`src/wdt_pkg.sv`:
```
package wdt_pkg;

    // ==========================================================
    // register map (byte addresses, one aligned word each)
    localparam logic [7:0] ADDR_CH_CTRL0  = 8'h00;  // channel control, +4 per channel
    localparam logic [7:0] ADDR_CH_VALUE0 = 8'h10;  // live count, +4 per channel
    localparam logic [7:0] ADDR_CMD       = 8'h20;  // command strobes, write only
    localparam logic [7:0] ADDR_ALARM     = 8'h24;  // relay / trigger configuration
    localparam logic [7:0] ADDR_STATUS    = 8'h28;  // status readback
    localparam logic [7:0] ADDR_TEMP_THR  = 8'h2C;  // temperature threshold
    localparam logic [7:0] ADDR_TEMP_VAL  = 8'h30;  // sampled temperature, read only

    // ==========================================================
    // channel control fields
    localparam int CTL_RELOAD_LSB = 0;   // 8-bit reload / delay value
    localparam int CTL_BASE_LSB   = 8;   // 2-bit time-base select
    localparam int CTL_MODE_LSB   = 12;  // 2-bit mode
    localparam int CTL_WDOG_BIT   = 16;  // 1 = watchdog, 0 = timer
    localparam int CTL_IRQ_BIT    = 17;  // interrupt enable
    localparam int CTL_ENA_BIT    = 18;  // channel enabled / armed

    localparam logic [1:0] MODE_TIMER_PERIODIC = 2'h2;

    // ==========================================================
    // command word: bits [3:0] start/gate-on, [7:4] stop, [11:8] retrigger
    localparam int CMD_START_LSB = 0;
    localparam int CMD_STOP_LSB  = 4;
    localparam int CMD_TRIG_LSB  = 8;

    // ==========================================================
    // alarm configuration fields
    localparam int ALM_WARN_EN_BIT  = 0;
    localparam int ALM_RST_EN_BIT   = 1;
    localparam int ALM_RST_MODE_BIT = 2;  // 0: pulse on expiry, 1: drop on expiry
    localparam int ALM_HW_TRIG_BIT  = 3;  // hw input retriggers watchdog 0
    localparam int ALM_HW_GATE_BIT  = 4;  // hw input gates timer 0
    localparam int ALM_EDGE_LSB     = 5;  // [5] rising, [6] falling
    localparam int ALM_TEMP_EN_BIT  = 7;

    // status fields: [3:0] running, [7:4] expired, [8] temp warn, [9] gate level
    localparam int ST_RUN_LSB   = 0;
    localparam int ST_EXP_LSB   = 4;
    localparam int ST_TEMP_BIT  = 8;
    localparam int ST_GATE_BIT  = 9;

    // ==========================================================
    // timing
    localparam longint CLK_HZ       = 200_000_000;
    localparam longint RELAY_HOLD_MS = 2000;
    localparam longint RELAY_HOLD_CYC = CLK_HZ / 1000 * RELAY_HOLD_MS;
    localparam longint TB_US_CYC     = CLK_HZ / 1_000_000;  // unit 1: microseconds
    localparam longint TB_MS_CYC     = CLK_HZ / 1000;       // unit 2: milliseconds
    localparam longint TB_S_CYC      = CLK_HZ;              // unit 3: seconds

    localparam logic [1:0] RESP_OKAY   = 2'h0;
    localparam logic [1:0] RESP_SLVERR = 2'h2;

    typedef enum logic [1:0] {
        RLY_IDLE = 2'b00,
        RLY_HOLD = 2'b01,
        RLY_DONE = 2'b11
    } relay_state_type;

endpackage
```
`src/quad_watchdog_timer_alarm.sv`:
```
// Chosen here: the register addresses and the AXI4-Lite slave port.
`timescale 1ns/1ps
`default_nettype none

// Function
// - level one interrupt+warn, level two reset
// - watchdog 0 expiry sets warning relay
// - two software-selectable reset relay modes
// - mode one: assert on expiry, 2 s
// - mode two: assert armed, drop on expiry until cleared
// - four independent 8-bit channels
// - load value first, count when gated
// - timer 0 gated by software or input
// - timers 1 to 3 software gate only
// - watchdog decrements to 0, 0 expires
// - retrigger reloads running watchdog
// - alarm only through enabled outputs
// - enabled watchdog starts on first retrigger
// - watchdog 0 started by software or input
// - status shows channels and temperature
// - temperature over threshold may interrupt
// - input retriggers on selected edges
// - input gates timer 0 on edges
// - mode 2, time base 1 to 3
// - reload 1 to 255, base 1 to 3
// - delay 1 to 255, base 1 to 3
// - trigger, warning, relays only channel 0
// - hardware gate only on channel 0
module quad_watchdog_timer_alarm
    import wdt_pkg::*;
#(
    parameter int  NUM_CH    = 4,
    parameter int  CNT_W     = 8,
    parameter longint HOLD_CYC = RELAY_HOLD_CYC,
    parameter longint US_CYC   = TB_US_CYC,
    parameter longint MS_CYC   = TB_MS_CYC,
    parameter longint S_CYC    = TB_S_CYC
) (
    input  wire logic        aclk,
    input  wire logic        aresetn,
    input  wire logic [7:0]  s_axi_awaddr,
    input  wire logic        s_axi_awvalid,
    output var  logic        s_axi_awready,
    input  wire logic [31:0] s_axi_wdata,
    input  wire logic [3:0]  s_axi_wstrb,
    input  wire logic        s_axi_wvalid,
    output var  logic        s_axi_wready,
    output var  logic [1:0]  s_axi_bresp,
    output var  logic        s_axi_bvalid,
    input  wire logic        s_axi_bready,
    input  wire logic [7:0]  s_axi_araddr,
    input  wire logic        s_axi_arvalid,
    output var  logic        s_axi_arready,
    output var  logic [31:0] s_axi_rdata,
    output var  logic [1:0]  s_axi_rresp,
    output var  logic        s_axi_rvalid,
    input  wire logic        s_axi_rready,
    input  wire logic        hw_trigger_in,
    input  wire logic [7:0]  temp_sample,
    output var  logic        warn_relay,
    output var  logic        reset_relay,
    output var  logic        irq
);

    // ==========================================================
    // input synchronisers
    logic       trig_s1_r, trig_s2_r, trig_s3_r;
    logic [7:0] temp_s1_r, temp_s2_r;

    always_ff @(posedge aclk) begin
        if (!aresetn) begin
            trig_s1_r <= 1'b0;
            trig_s2_r <= 1'b0;
            trig_s3_r <= 1'b0;
            temp_s1_r <= 8'h00;
            temp_s2_r <= 8'h00;
        end else begin
            trig_s1_r <= hw_trigger_in;
            trig_s2_r <= trig_s1_r;
            trig_s3_r <= trig_s2_r;   // history for edge detection only
            temp_s1_r <= temp_sample;  // slow sensor value, settles long before use
            temp_s2_r <= temp_s1_r;
        end
    end

    logic [31:0] alarm_cfg_r;
    logic        hw_edge;
    // edge selection shared by trigger and gate functions
    assign hw_edge = (alarm_cfg_r[ALM_EDGE_LSB]     &  trig_s2_r & ~trig_s3_r) |
                     (alarm_cfg_r[ALM_EDGE_LSB + 1] & ~trig_s2_r &  trig_s3_r);

    // ==========================================================
    // axi4-lite slave, one outstanding write and one read
    logic        aw_held_r, w_held_r;
    logic [7:0]  aw_addr_r;
    logic [31:0] w_data_r;
    logic [3:0]  w_strb_r;
    logic        wr_fire;
    logic [31:0] ch_ctrl_r [NUM_CH];
    logic [31:0] temp_thr_r;
    logic [NUM_CH-1:0] cmd_start, cmd_stop, cmd_trig;
    logic [31:0] wmerged;

    assign wr_fire = aw_held_r && w_held_r && !s_axi_bvalid;

    always_ff @(posedge aclk) begin
        if (!aresetn) begin
            aw_held_r     <= 1'b0;
            w_held_r      <= 1'b0;
            aw_addr_r     <= 8'h00;
            w_data_r      <= 32'h0000_0000;
            w_strb_r      <= 4'h0;
            s_axi_awready <= 1'b0;
            s_axi_wready  <= 1'b0;
            s_axi_bvalid  <= 1'b0;
            s_axi_bresp   <= RESP_OKAY;
        end else begin
            s_axi_awready <= !aw_held_r && !s_axi_awready && !s_axi_bvalid;
            s_axi_wready  <= !w_held_r && !s_axi_wready && !s_axi_bvalid;
            if (s_axi_awvalid && s_axi_awready) begin
                aw_held_r <= 1'b1;
                aw_addr_r <= s_axi_awaddr;
            end
            if (s_axi_wvalid && s_axi_wready) begin
                w_held_r <= 1'b1;
                w_data_r <= s_axi_wdata;
                w_strb_r <= s_axi_wstrb;
            end
            if (wr_fire) begin
                aw_held_r    <= 1'b0;
                w_held_r     <= 1'b0;
                s_axi_bvalid <= 1'b1;
                s_axi_bresp  <= (aw_addr_r > ADDR_TEMP_VAL || aw_addr_r[1:0] != 2'h0) ? RESP_SLVERR : RESP_OKAY;
            end else if (s_axi_bvalid && s_axi_bready) begin
                s_axi_bvalid <= 1'b0;
            end
        end
    end

    // byte-lane merge helper
    function automatic logic [31:0] merge(input logic [31:0] old, input logic [31:0] nw, input logic [3:0] st);
        logic [31:0] r;
        r = old;
        for (int b = 0; b < 4; b++) begin
            if (st[b]) r[b*8 +: 8] = nw[b*8 +: 8];
        end
        return r;
    endfunction

    // command strobes last one cycle
    always_comb begin
        cmd_start = '0;
        cmd_stop  = '0;
        cmd_trig  = '0;
        if (wr_fire && aw_addr_r == ADDR_CMD) begin
            cmd_start = w_data_r[CMD_START_LSB +: NUM_CH];
            cmd_stop  = w_data_r[CMD_STOP_LSB  +: NUM_CH];
            cmd_trig  = w_data_r[CMD_TRIG_LSB  +: NUM_CH];
        end
    end

    // configuration registers
    always_ff @(posedge aclk) begin
        if (!aresetn) begin
            alarm_cfg_r <= 32'h0000_0000;
            temp_thr_r  <= 32'h0000_00FF;
        end else if (wr_fire) begin
            if (aw_addr_r == ADDR_ALARM)    alarm_cfg_r <= merge(alarm_cfg_r, w_data_r, w_strb_r) & 32'h0000_00FF;
            if (aw_addr_r == ADDR_TEMP_THR) temp_thr_r  <= merge(temp_thr_r, w_data_r, w_strb_r) & 32'h0000_00FF;
        end
    end

    // ==========================================================
    // channels
    logic [CNT_W-1:0]  cnt_r [NUM_CH];
    logic [31:0]       pre_r [NUM_CH];
    logic [NUM_CH-1:0] run_r, exp_r;
    logic              gate0_r;

    // hardware gate toggles timer 0 running state on each selected edge
    always_ff @(posedge aclk) begin
        if (!aresetn) gate0_r <= 1'b0;
        else if (hw_edge && alarm_cfg_r[ALM_HW_GATE_BIT]) gate0_r <= ~gate0_r;
    end

    generate
        for (genvar c = 0; c < NUM_CH; c++) begin : g_ch
            logic [31:0] ctl;
            logic        is_wd, start, trig, stop, tick, cfg_wr;
            logic [31:0] tb_lim;
            assign ctl    = ch_ctrl_r[c];
            assign is_wd  = ctl[CTL_WDOG_BIT];
            assign cfg_wr = wr_fire && aw_addr_r == ADDR_CH_CTRL0 + 8'(4*c);
            // hardware sources reach channel 0 only
            if (c == 0) begin : g_hw
                assign trig  = cmd_trig[c] | (alarm_cfg_r[ALM_HW_TRIG_BIT] & is_wd & hw_edge);
                assign start = cmd_start[c] | (alarm_cfg_r[ALM_HW_GATE_BIT] & !is_wd & hw_edge & !gate0_r);
                assign stop  = cmd_stop[c]  | (alarm_cfg_r[ALM_HW_GATE_BIT] & !is_wd & hw_edge & gate0_r);
            end else begin : g_sw
                assign trig  = cmd_trig[c];
                assign start = cmd_start[c];
                assign stop  = cmd_stop[c];
            end
            // time-base select 1..3; other values fall back to microseconds
            always_comb begin
                case (ctl[CTL_BASE_LSB +: 2])
                    2'h2:    tb_lim = 32'(MS_CYC);
                    2'h3:    tb_lim = 32'(S_CYC);
                    default: tb_lim = 32'(US_CYC);
                endcase
            end
            assign tick = run_r[c] && (pre_r[c] >= tb_lim - 32'h1);

            always_ff @(posedge aclk) begin
                if (!aresetn) begin
                    ch_ctrl_r[c] <= 32'h0000_0000;
                end else if (cfg_wr) begin
                    ch_ctrl_r[c] <= merge(ch_ctrl_r[c], w_data_r, w_strb_r) & 32'h0007_33FF;
                end
            end

            always_ff @(posedge aclk) begin
                if (!aresetn) begin
                    cnt_r[c] <= '0;
                    pre_r[c] <= 32'h0;
                    run_r[c] <= 1'b0;
                    exp_r[c] <= 1'b0;
                end else if (cfg_wr || stop) begin
                    cnt_r[c] <= cfg_wr ? w_data_r[CTL_RELOAD_LSB +: CNT_W] : ctl[CTL_RELOAD_LSB +: CNT_W];
                    pre_r[c] <= 32'h0;
                    run_r[c] <= 1'b0;
                    exp_r[c] <= 1'b0;
                end else if (ctl[CTL_ENA_BIT] && ((is_wd && trig) || (!is_wd && start))) begin
                    cnt_r[c] <= ctl[CTL_RELOAD_LSB +: CNT_W];
                    pre_r[c] <= 32'h0;
                    run_r[c] <= 1'b1;
                end else if (tick) begin
                    pre_r[c] <= 32'h0;
                    if (cnt_r[c] <= CNT_W'(1)) begin
                        if (!is_wd && ctl[CTL_MODE_LSB +: 2] == MODE_TIMER_PERIODIC) begin
                            cnt_r[c] <= ctl[CTL_RELOAD_LSB +: CNT_W];
                        end else begin
                            cnt_r[c] <= '0;
                            run_r[c] <= 1'b0;
                        end
                        exp_r[c] <= 1'b1;
                    end else begin
                        cnt_r[c] <= cnt_r[c] - CNT_W'(1);
                    end
                end else if (run_r[c]) begin
                    pre_r[c] <= pre_r[c] + 32'h1;
                end
            end
        end
    endgenerate

    // one-cycle expiry pulse of watchdog 0
    logic exp0_d_r;
    logic wd0_expire;
    always_ff @(posedge aclk) begin
        if (!aresetn) exp0_d_r <= 1'b0;
        else exp0_d_r <= exp_r[0];
    end
    assign wd0_expire = exp_r[0] && !exp0_d_r && ch_ctrl_r[0][CTL_WDOG_BIT];

    // ==========================================================
    // temperature and interrupt
    logic temp_warn_r;
    always_ff @(posedge aclk) begin
        if (!aresetn) temp_warn_r <= 1'b0;
        else if (!alarm_cfg_r[ALM_TEMP_EN_BIT]) temp_warn_r <= 1'b0;
        else if (temp_s2_r > temp_thr_r[7:0]) temp_warn_r <= 1'b1;
    end

    logic [NUM_CH-1:0] irq_en;
    for (genvar c = 0; c < NUM_CH; c++) begin : g_irq
        assign irq_en[c] = ch_ctrl_r[c][CTL_IRQ_BIT];
    end

    // level one alarm: interrupt from enabled flags only
    logic irq_src;
    assign irq_src = |(exp_r & irq_en) | temp_warn_r;
    always_ff @(posedge aclk) begin
        if (!aresetn) irq <= 1'b0;
        else irq <= irq_src;
    end

    // ==========================================================
    // relays
    relay_state_type rly_r;
    logic [31:0]     hold_r;

    always_ff @(posedge aclk) begin
        if (!aresetn) warn_relay <= 1'b0;
        else if (!alarm_cfg_r[ALM_WARN_EN_BIT] || !exp_r[0]) warn_relay <= 1'b0;
        else if (ch_ctrl_r[0][CTL_WDOG_BIT]) warn_relay <= 1'b1;
    end

    // reset relay: hold timer; after the hold the state waits in RLY_DONE until exp_r[0] clears
    always_ff @(posedge aclk) begin
        if (!aresetn) begin
            rly_r  <= RLY_IDLE;
            hold_r <= 32'h0;
        end else if (!alarm_cfg_r[ALM_RST_EN_BIT]) begin
            rly_r  <= RLY_IDLE;
            hold_r <= 32'h0;
        end else begin
            case (rly_r)
                RLY_IDLE: begin
                    hold_r <= 32'h0;
                    if (wd0_expire) rly_r <= RLY_HOLD;
                end
                RLY_HOLD: begin
                    hold_r <= hold_r + 32'h1;
                    if (hold_r >= 32'(HOLD_CYC) - 32'h1) rly_r <= RLY_DONE;
                end
                RLY_DONE: begin
                    if (!exp_r[0]) rly_r <= RLY_IDLE;
                end
                default: rly_r <= RLY_IDLE;
            endcase
        end
    end

    always_ff @(posedge aclk) begin
        if (!aresetn) reset_relay <= 1'b0;
        else if (!alarm_cfg_r[ALM_RST_EN_BIT]) reset_relay <= 1'b0;
        else if (alarm_cfg_r[ALM_RST_MODE_BIT])
            reset_relay <= ch_ctrl_r[0][CTL_ENA_BIT] && rly_r == RLY_IDLE && !wd0_expire;
        else
            reset_relay <= rly_r == RLY_HOLD || wd0_expire;
    end

    // ==========================================================
    // read channel
    logic [31:0] rd_val;
    always_comb begin
        rd_val = 32'h0;
        for (int c = 0; c < NUM_CH; c++) begin
            if (s_axi_araddr == ADDR_CH_CTRL0 + 8'(4*c))  rd_val = ch_ctrl_r[c];
            if (s_axi_araddr == ADDR_CH_VALUE0 + 8'(4*c)) rd_val = 32'(cnt_r[c]);
        end
        case (s_axi_araddr)
            ADDR_ALARM:    rd_val = alarm_cfg_r;
            ADDR_STATUS:   rd_val = 32'(run_r) | (32'(exp_r) << ST_EXP_LSB)
                                  | (32'(temp_warn_r) << ST_TEMP_BIT) | (32'(gate0_r) << ST_GATE_BIT);
            ADDR_TEMP_THR: rd_val = temp_thr_r;
            ADDR_TEMP_VAL: rd_val = 32'(temp_s2_r);
            default:       ;
        endcase
    end

    always_ff @(posedge aclk) begin
        if (!aresetn) begin
            s_axi_arready <= 1'b0;
            s_axi_rvalid  <= 1'b0;
            s_axi_rdata   <= 32'h0;
            s_axi_rresp   <= RESP_OKAY;
        end else begin
            s_axi_arready <= !s_axi_arready && !s_axi_rvalid && s_axi_arvalid;
            if (s_axi_arvalid && s_axi_arready) begin
                s_axi_rvalid <= 1'b1;
                s_axi_rdata  <= rd_val;
                s_axi_rresp  <= (s_axi_araddr > ADDR_TEMP_VAL || s_axi_araddr[1:0] != 2'h0) ? RESP_SLVERR : RESP_OKAY;
            end else if (s_axi_rvalid && s_axi_rready) begin
                s_axi_rvalid <= 1'b0;
            end
        end
    end

    // ==========================================================
    // checks
    // plain decrement of channel 0: no command stop, reload or restart competes
    function automatic logic tick_any_guard();
        return g_ch[0].tick && cnt_r[0] > CNT_W'(1) && !cmd_stop[0] && !g_ch[0].cfg_wr
               && !(g_ch[0].start && !ch_ctrl_r[0][CTL_WDOG_BIT]) && !(g_ch[0].trig && ch_ctrl_r[0][CTL_WDOG_BIT]);
    endfunction

    chk_warn_follows_exp: assert property (@(posedge aclk) disable iff (!aresetn)
        $rose(exp_r[0]) && alarm_cfg_r[ALM_WARN_EN_BIT] && ch_ctrl_r[0][CTL_WDOG_BIT]
        && $stable(alarm_cfg_r) |=> warn_relay) else $error("warning relay missed");
    chk_warn_disabled: assert property (@(posedge aclk) disable iff (!aresetn)
        !$past(alarm_cfg_r[ALM_WARN_EN_BIT]) |-> !warn_relay) else $error("warning relay while off");
    chk_rst_pulse_start: assert property (@(posedge aclk) disable iff (!aresetn)
        wd0_expire && alarm_cfg_r[ALM_RST_EN_BIT] && !alarm_cfg_r[ALM_RST_MODE_BIT] |=> reset_relay)
        else $error("reset relay missed");
    chk_rst_off_disabled: assert property (@(posedge aclk) disable iff (!aresetn)
        !$past(alarm_cfg_r[ALM_RST_EN_BIT]) |-> !reset_relay) else $error("reset relay while off");
    chk_count_down: assert property (@(posedge aclk) disable iff (!aresetn)
        tick_any_guard() |=> cnt_r[0] == $past(cnt_r[0]) - CNT_W'(1)) else $error("count not decremented");
    chk_retrig_reload: assert property (@(posedge aclk) disable iff (!aresetn)
        cmd_trig[0] && ch_ctrl_r[0][CTL_ENA_BIT] && ch_ctrl_r[0][CTL_WDOG_BIT] && !cmd_stop[0]
        && !g_ch[0].cfg_wr |=> run_r[0] && cnt_r[0] == ch_ctrl_r[0][CTL_RELOAD_LSB +: CNT_W])
        else $error("retrigger did not reload");
    chk_exp_latched: assert property (@(posedge aclk) disable iff (!aresetn)
        exp_r[1] && !cmd_stop[1] && !g_ch[1].cfg_wr |=> exp_r[1]) else $error("expiry flag lost");
    chk_irq_source: assert property (@(posedge aclk) disable iff (!aresetn)
        irq |-> $past(irq_src)) else $error("spurious interrupt");
    chk_temp_flag: assert property (@(posedge aclk) disable iff (!aresetn)
        alarm_cfg_r[ALM_TEMP_EN_BIT] && temp_s2_r > temp_thr_r[7:0] |=> temp_warn_r)
        else $error("temperature warning missed");

    cov_wd0_expire: cover property (@(posedge aclk) wd0_expire);
    cov_relay_done: cover property (@(posedge aclk) rly_r == RLY_DONE);
    cov_hw_edge:    cover property (@(posedge aclk) hw_edge && alarm_cfg_r[ALM_HW_TRIG_BIT]);
    cov_temp_warn:  cover property (@(posedge aclk) $rose(temp_warn_r));

endmodule

`default_nettype wire

```
`config.mk`:
```
export PLATFORM = sky130hd
export DESIGN_NAME = quad_watchdog_timer_alarm
export DESIGN_NICKNAME = d
export VERILOG_FILES = /design/src/wdt_pkg.sv /design/src/quad_watchdog_timer_alarm.sv
export SDC_FILE = /design/constraint.sdc
export NUM_CORES = 1
export LEC_CHECK = 0
export ABC_AREA = 1
export BUFFER_PORTS_ARGS = -buffer_cell sky130_fd_sc_hd__buf_4
export CORE_MARGIN = 8
export CORE_UTILIZATION = 56
export DETAILED_ROUTE_END_ITERATION = 7
export PLACE_DENSITY = 0.77
export SYNTH_ARGS = -nofsm -noshare
export SYNTH_HDL_FRONTEND = slang
export SYNTH_SLANG_ARGS = --single-unit
```
`constraint.sdc`:
```
create_clock -name aclk -period 3.08 [get_ports aclk]
set_input_delay 0.308 -clock aclk [delete_from_list [all_inputs] [get_ports aclk]]
set_output_delay 0.308 -clock aclk [all_outputs]
set_load 0.01 [all_outputs]
```
==> metrics.yaml, run 1 <==
synthAdderAreaFrac_pct: 6.831
final_max_slew_viol_count: 0
reg2reg_slack_ns: 0.22
avgRoutedWirePerCell_um: 17.59
ys_top_cells_by_area: "edfxtp_1, dfxtp_1, nand2_1"
drv_cap: 0
r2r_cells: 11
seq_power_share_pct: 47.4
yosysWarnings: 0
core_um2: 36520
synth_mux_area_share_pct: 0
internal_power_uw: 8609
htreeDepth: 2
io_buffers: 76
drive_gt1_share_pct: 12.30
route.vias.total: 17872
synth_top_family_by_area: "simple AND/OR/NAND/NOR gates"
drt-met1-wl_um: 22520
cts_root_buf: "clkbuf_16"
worstPathRequired_ns: 3.31
num_rows: 70
ys_seq_area_share_pct: 44.98
grt_max_degree: 54
yosys_register_bits: 355
clk_latency_ns: 0.59
ys_async_sr_fraction_pct: 0
arrival_ns: 3.10
min_path_type: "input port to flop"
worst_pin_slew_ns: 1.159
die_area_um2: 43370
via_per_inst: 5.745
grt_pass1_wl_um: 88600
yosysUniqueCellTypes: 64
slew_headroom_pct: 21.94
fin_crit_sh_pct: 93.01
synth.largest_area_cell: "edfxtp_1"
final_common_cell: "nand2_1"
r2r_start: "ch_ctrl_r[2][9]"
fin_setup_tns_ns: 0
crit_path_start: "ch_ctrl_r[2][9]"
drt_wl_total_um: 54730
p_sw_share_pct: 24.15
synth-xor-area-share_pct: 2.116
netlist_area_um2: 20700
cts_inserted_buffers: 40
post-route-util_pct: 64.92
peakVddDrop_mv: 0.5239
finClkSkew_ns: 0.04578
top_level_ports: 112
cts.sinks: 355
yosys.area_share.simple_pct: 25.82
fmax_mhz: 349.1
antenna_found_initial: 0
dp_hpwl_um: 40550
p_per_area_nw_per_um2: 478.7
highest_layer: "met4"
ys.flop_type: "edfxtp_1"
fin_nets: 2792
critPathMaxFanout: 10
grt_overflow: 0
syn_avg_cell_area_um2: 8.444
dr.pass1.iters: 6
areaGrowthSynthToFinish_pct: 14.56
floorplan.die.width_um: 208.3
p_comb_share_pct: 7.5
synth_top_area_share_pct: 31.92
final_cell_mix: "nand2_1, inv_1, nor2_1, edfxtp_1, a21oi_1"
clock_path_buffers: 3
synth_edf_count: 220
critPathLaunchType: "flop"
synth_compound_area_share_pct: 12.54
diodes: 0
dr_wl_met2_um: 25570
status: "finished clean"
r2r-end: "cnt_r[2][4]"
initial_core_util_pct: 56.67
gp_congestion: 1.021
grt_use_total_pct: 24.74
clkPwrFrac_pct: 45.1
drc: 0
crit_type: "flop to flop"
p_leak_uw: 0.009829
cts_tree: "built"
clkTransAtPathRegs_ns: 0.06
grt_pass1_vias: 17338
ant_nets: 0
finalHoldViolations: 0
critPathCapture: "cnt_r[2][4]"
synth_cells: 2451
drt_iter0_drc: 1649
post-route-min-period_ns: 2.865
die_h_um: 208.3
end_kind: "flop"
power.switching_uw: 2742
finalSetupViolations: 0
met3_wirelength_um: 4198
whs_ns: 0.03298
-- per-layer routing --
layer | vias to the layer above | track usage (%)
met3 | 136 | 4.239
met5 | - | 0
met4 | 0 | 11.77
met1 | 8343 | 31.23
met2 | 694 | 40.92
li1 | 8699 | -
-- cell families after synthesis --
kind of cell	after synthesis
AOI/OAI and AO/OA	437
xor gates and xnor gates	50
adders and majority gates	113
buffers and inverters	393
DFF	355
other	2
and+or+nand+nor	1101
-- layout make-up --
class,instances,area [um^2]
Timing Repair Buffer,146,1201
Inverter,320,1204
Multi-Input combinational cell,1748,9997
Clock inverter,19,252.7
Fill cell,2999,12810
Clock buffer,55,1162
Tap cell,468,585.6
Sequential cell,355,9309
-- worst min path at each step --
stage	start	endpoint	slack [ns]	cells after the start
floorplan	temp_s1_r[0]	temp_s2_r[0]	0.39	2
global placement	trig_s1_r	trig_s2_r	0.39	2
detailed placement	temp_s1_r[3]	temp_s2_r[3]	0.40	2
CTS	s_axi_awaddr[3]	aw_addr_r[3]	0.02	3
global route	s_axi_awaddr[2]	aw_addr_r[2]	0.06	3
finish	s_axi_awaddr[3]	aw_addr_r[3]	0.03	3
-- synth_stat cells (14+ instances only) --
library cell    n
nand2_1       447
inv_1         294
nor2_1        268
edfxtp_1      220
a21oi_1       172
dfxtp_1       135
o21ai_0       126
ha_1          113
nand3_1       107
nor3_1         70
nand4_1        56
clkbuf_1       38
xor2_1         36
o211ai_1       30
buf_4          20
nor2_2         19
a211oi_1       18
nor2_4         18
inv_2          17
nor3b_1        16
nand3_2        15
xnor2_1        14
-- power by group through the flow --
stage | combinational (uW) | sequential [uW] | clock, uW
2_1_floorplan | 546 | 5420 | 0
3_3_place_gp | 780 | 5470 | 0
3_5_place_dp | 809 | 5480 | 0
4_1_cts | 841 | 5370 | 5180
5_1_grt | 954 | 5400 | 5370
6_report | 855 | 5380 | 5120
-- timing repair --
item / in CTS / in global routing
endpoints found under the setup margin: 0 / 58
gates resized for setup: 0 / 5
buffers inserted: 0 / 2
hold buffers: 22 / 0
endpoints found under the hold margin: 22 / 0
-- flip-flops by register name, summed over array words and instances (netlist names), 8 cells and up --
| signal | cells |
|---|---|
| aw_addr_r | 8 |
| alarm_cfg_r | 8 |
| pre_r | 128 |
| temp_s2_r | 8 |
| s_axi_rdata | 15 |
| temp_s1_r | 8 |
| temp_thr_r | 8 |
| hold_r | 32 |
| cnt_r | 32 |
| w_data_r | 17 |
| ch_ctrl_r | 60 |
-- worst max-delay path: stages (launching register included) --
cell,delay [ns]
edfxtp_1,0.40
inv_1,0.10
nor2_1,0.24
ha_1,0.30
a21oi_1,0.15
o21ai_0,0.11
a41oi_1,0.25
o21ai_0,0.14
nand2_1,0.11
nand2_1,0.11
a22oi_4,0.29
nand2_1,0.32
-- per-stage QoR --
step / total power [uW] / setup slack [ns] / instances / area, um^2
6_report: 11350 / 0.2153 / 3111 / 23710
5_1_grt: 11720 / -0.002182 / 3111 / 23710
4_1_cts: 11390 / 0.1200 / 3109 / 23680
3_5_place_dp: 6284 / 0.1458 / 3013 / 22040
3_3_place_gp: 6247 / 0.2141 / 3013 / 22040
2_1_floorplan: 5970 / 0.1844 / 2496 / 20880
No activity file was read; power rests on OpenSTA's default activity.
==> inputs of run 2 (changes only) <==
--- a/config.mk
+++ b/config.mk
@@ -7,6 +7,7 @@
 export LEC_CHECK = 0
 export ABC_AREA = 1
 export BUFFER_PORTS_ARGS = -buffer_cell sky130_fd_sc_hd__buf_4
+export CORE_ASPECT_RATIO = 0.75
 export CORE_MARGIN = 8
 export CORE_UTILIZATION = 56
 export DETAILED_ROUTE_END_ITERATION = 7
==> run 2 against run 1 <==
First-iteration DRC count grew 23%. Clock skew shrank 0.018 ns. Register-to-register slack is essentially flat. Clock power shrank 11%. Sequential cell count is the same. Core utilization shrank 0.99 points. Global-route usage grew 0.52 points. Total power shrank 4.8%. Critical path depth grew 3. Wire length grew 2.0%. Highest routed layer unchanged.
==> metrics.yaml, run 2 (same netlist as run 1, synthesis figures left out) <==
status: "finished clean"  # unchanged
initial_core_util_pct: 56.38  # was 56.67%
grt_max_degree: 92  # was 54
largest_reg_flops: 128  # unchanged
p_per_area_nw_per_um2: 460.3  # was 478.7 nW/um^2
finalHoldViolations: 0  # unchanged
die_area_um2: 43430  # was 43370 um^2
grt_use_total_pct: 25.26  # was 24.74%
fin_ws_ns: 0.2038  # was 0.2153 ns
min_path_type: "input port to flop"  # unchanged
peakVddDrop_mv: 0.4303  # was 0.5239 mV
post-route-util_pct: 63.93  # was 64.92%
worstPathRequired_ns: 3.37  # was 3.31 ns
dr.pass1.iters: 5  # was 6
avgRoutedWirePerCell_um: 17.80  # was 17.59 um
fin_crit_sh_pct: 93.38  # was 93.01%
top_level_ports: 112  # unchanged
register_area_um2: 9309  # unchanged
critPathMaxFanout: 8  # was 10
clock_path_buffers: 3  # unchanged
clk_latency_ns: 0.57  # was 0.59 ns
whs_endpoint: "w_data_r[10]"  # was aw_addr_r[3]
r2r_start: "ch_ctrl_r[0][8]"  # was ch_ctrl_r[2][9]
min_from: "s_axi_wdata[10]"  # was s_axi_awaddr[3]
drive_gt1_share_pct: 12.35  # was 12.30%
ant_nets: 0  # unchanged
slowest_delay_ns: 0.54  # was 0.40 ns
regMostFlops: "pre_r"  # unchanged
r2r-end: "cnt_r[0][0]"  # was cnt_r[2][4]
finalSetupViolations: 0  # unchanged
fmax_mhz: 347.7  # was 349.1 MHz
route.vias.total: 18063  # was 17872
num_rows: 61  # was 70
via_per_inst: 5.760  # was 5.745
grt_overflow: 0  # unchanged
dp_hpwl_um: 41390  # was 40550 um
antenna_found_initial: 1  # was 0
reg2reg_slack_ns: 0.20  # was 0.22 ns
fin_cells: 3136  # was 3111
whs_ns: 0.01510  # was 0.03298 ns
end_kind: "flop"  # unchanged
cts_inserted_buffers: 38  # was 40
grt_pass1_vias: 17440  # was 17338
final_common_cell: "nand2_1"  # unchanged
p_leak_uw: 0.009700  # was 0.009829 uW
multi_input_area_um2: 10010  # was 9997 um^2
core_um2: 36710  # was 36520 um^2
drv_cap: 0  # unchanged
arrival_ns: 3.16  # was 3.10 ns
cp_num_buf_inv: 2  # was 1
r2r_cells: 14  # was 11
critPathLaunchType: "flop"  # unchanged
io_buffers: 76  # unchanged
drc: 0  # unchanged
place_ws_ns: 0.1144  # was 0.1458 ns
reg_top3: "pre_r (128), ch_ctrl_r (60)"  # unchanged
gp_congestion: 0.9797  # was 1.021
crit_top_cell: "nand3_1"  # was nand2_1
drt_wl_total_um: 55810  # was 54730 um
clkTransAtPathRegs_ns: 0.06  # about the same
fin_nets: 2785  # was 2792
crit_type: "flop to flop"  # unchanged
areaGrowthSynthToFinish_pct: 13.40  # was 14.56%
cpMaxStageDelayCell: "edfxtp_1"  # unchanged
path_delay_family: "simple AND/OR/NAND/NOR gates"  # was compound AO/OA/AOI/OAI gates
nFillCells: 3038  # was 2999
die_h_um: 182.5  # was 208.3 um
htreeDepth: 2  # unchanged
finClkSkew_ns: 0.02795  # was 0.04578 ns
cts.sinks: 355  # unchanged
worstHoldPathCells: 3  # unchanged
crit_chain: "nor2_1, inv_1, ha_1, a21oi_1, o211ai_1, a21oi_1, nand3_1, nand2_1, nand3_1, buf_4, nand4_1, nand2_1, nand3_1, nand3_1"  # was inv_1, nor2_1, ha_1, a21oi_1, o21ai_0, a41oi_1, o21ai_0, nand2_1, nand2_1, a22oi_4, nand2_1
post-route-min-period_ns: 2.876  # was 2.865 ns
final_max_slew_viol_count: 0  # unchanged
drt_iter0_drc: 2035  # was 1649
dpl.cell_count: 3052  # was 3013
floorplan.die.width_um: 238.0  # was 208.3 um
cts_root_buf: "clkbuf_16"  # unchanged
final_cell_mix: "nand2_1, inv_1, nor2_1, edfxtp_1, a21oi_1"  # unchanged
worst_pin_slew_ns: 1.046  # was 1.159 ns
grt_pass1_wl_um: 89950  # was 88600 um
slew_headroom_pct: 30.09  # was 21.94%
cts_tree: "built"  # unchanged
==> run 2: cell types whose count changed in the layout (fill, tap and decap cells not counted), moves of 4 or more <==
cell	change
clkinv_1	-4
clkbuf_1	+4
clkbuf_16	-6
buf_4	+6
dlygate4sd3_1	-8
==> run 2: worst max-delay path by stage <==
stage	startpoint	to	slack (ns)	cells after the start
after detailed placement	ch_ctrl_r[1][8]	pre_r[1][25]	0.11	12
after global routing	ch_ctrl_r[1][8]	pre_r[1][19]	-0.01	12
after floorplan	ch_ctrl_r[2][9]	pre_r[2][0]	0.18	13
after global placement	ch_ctrl_r[3][9]	cnt_r[3][7]	0.24	15
after CTS	ch_ctrl_r[1][8]	pre_r[1][25]	0.1	12
final	ch_ctrl_r[0][8]	cnt_r[0][0]	0.20	14
==> run 2: report_power, final <==
part,switching (uW),internal [uW],leakage (uW)
Combinational,552,297,0.00573
Sequential,175,5210,0.00337
Clock,1980,2590,0.000595
==> run 2: repair_timing <==
item,4_1_cts,5_1_grt
gates resized for setup,0,8
hold endpoints to repair,14,0
setup endpoints to repair,0,109
hold buffers,14,0
setup buffers,0,2
==> run 2: layer usage <==
metal | up-vias | part of all wire [%] | GRT usage (%)
met5 | - | 0 | 0
met4 | 0 | 3.2 | 8.754
met3 | 140 | 9.4 | 4.974
met2 | 845 | 45 | 40.00
met1 | 8417 | 42 | 34.34
li1 | 8661 | - | -
==> run 2: through the flow <==
step           cell area [um^2]  total power [uW]   TNS, ns
6_report                  23470             10800         0
3_3_place_gp              22060              6246         0
4_1_cts                   23410             10830         0
2_1_floorplan             20880              5970         0
3_5_place_dp              22060              6290         0
5_1_grt                   23470             11150  -0.01257
==> run 2: area by class of cell <==
type	instances	area share (%)
Timing Repair Buffer	141	4.713
Inverter	320	5.128
Sequential cell	355	39.66
Clock inverter	11	0.6397
Multi-Input combinational cell	1748	42.63
Clock buffer	56	4.526
Antenna cell	1	0.01066
Tap cell	504	2.687
==> run 2: tightest hold or removal path, delay by kind of cell <==
family / cells / cell delay (ns)
and+or+nand+nor: 1 / 0.09
buffers and inverters: 1 / 0.07
AOI/OAI and AO/OA: 1 / 0.07
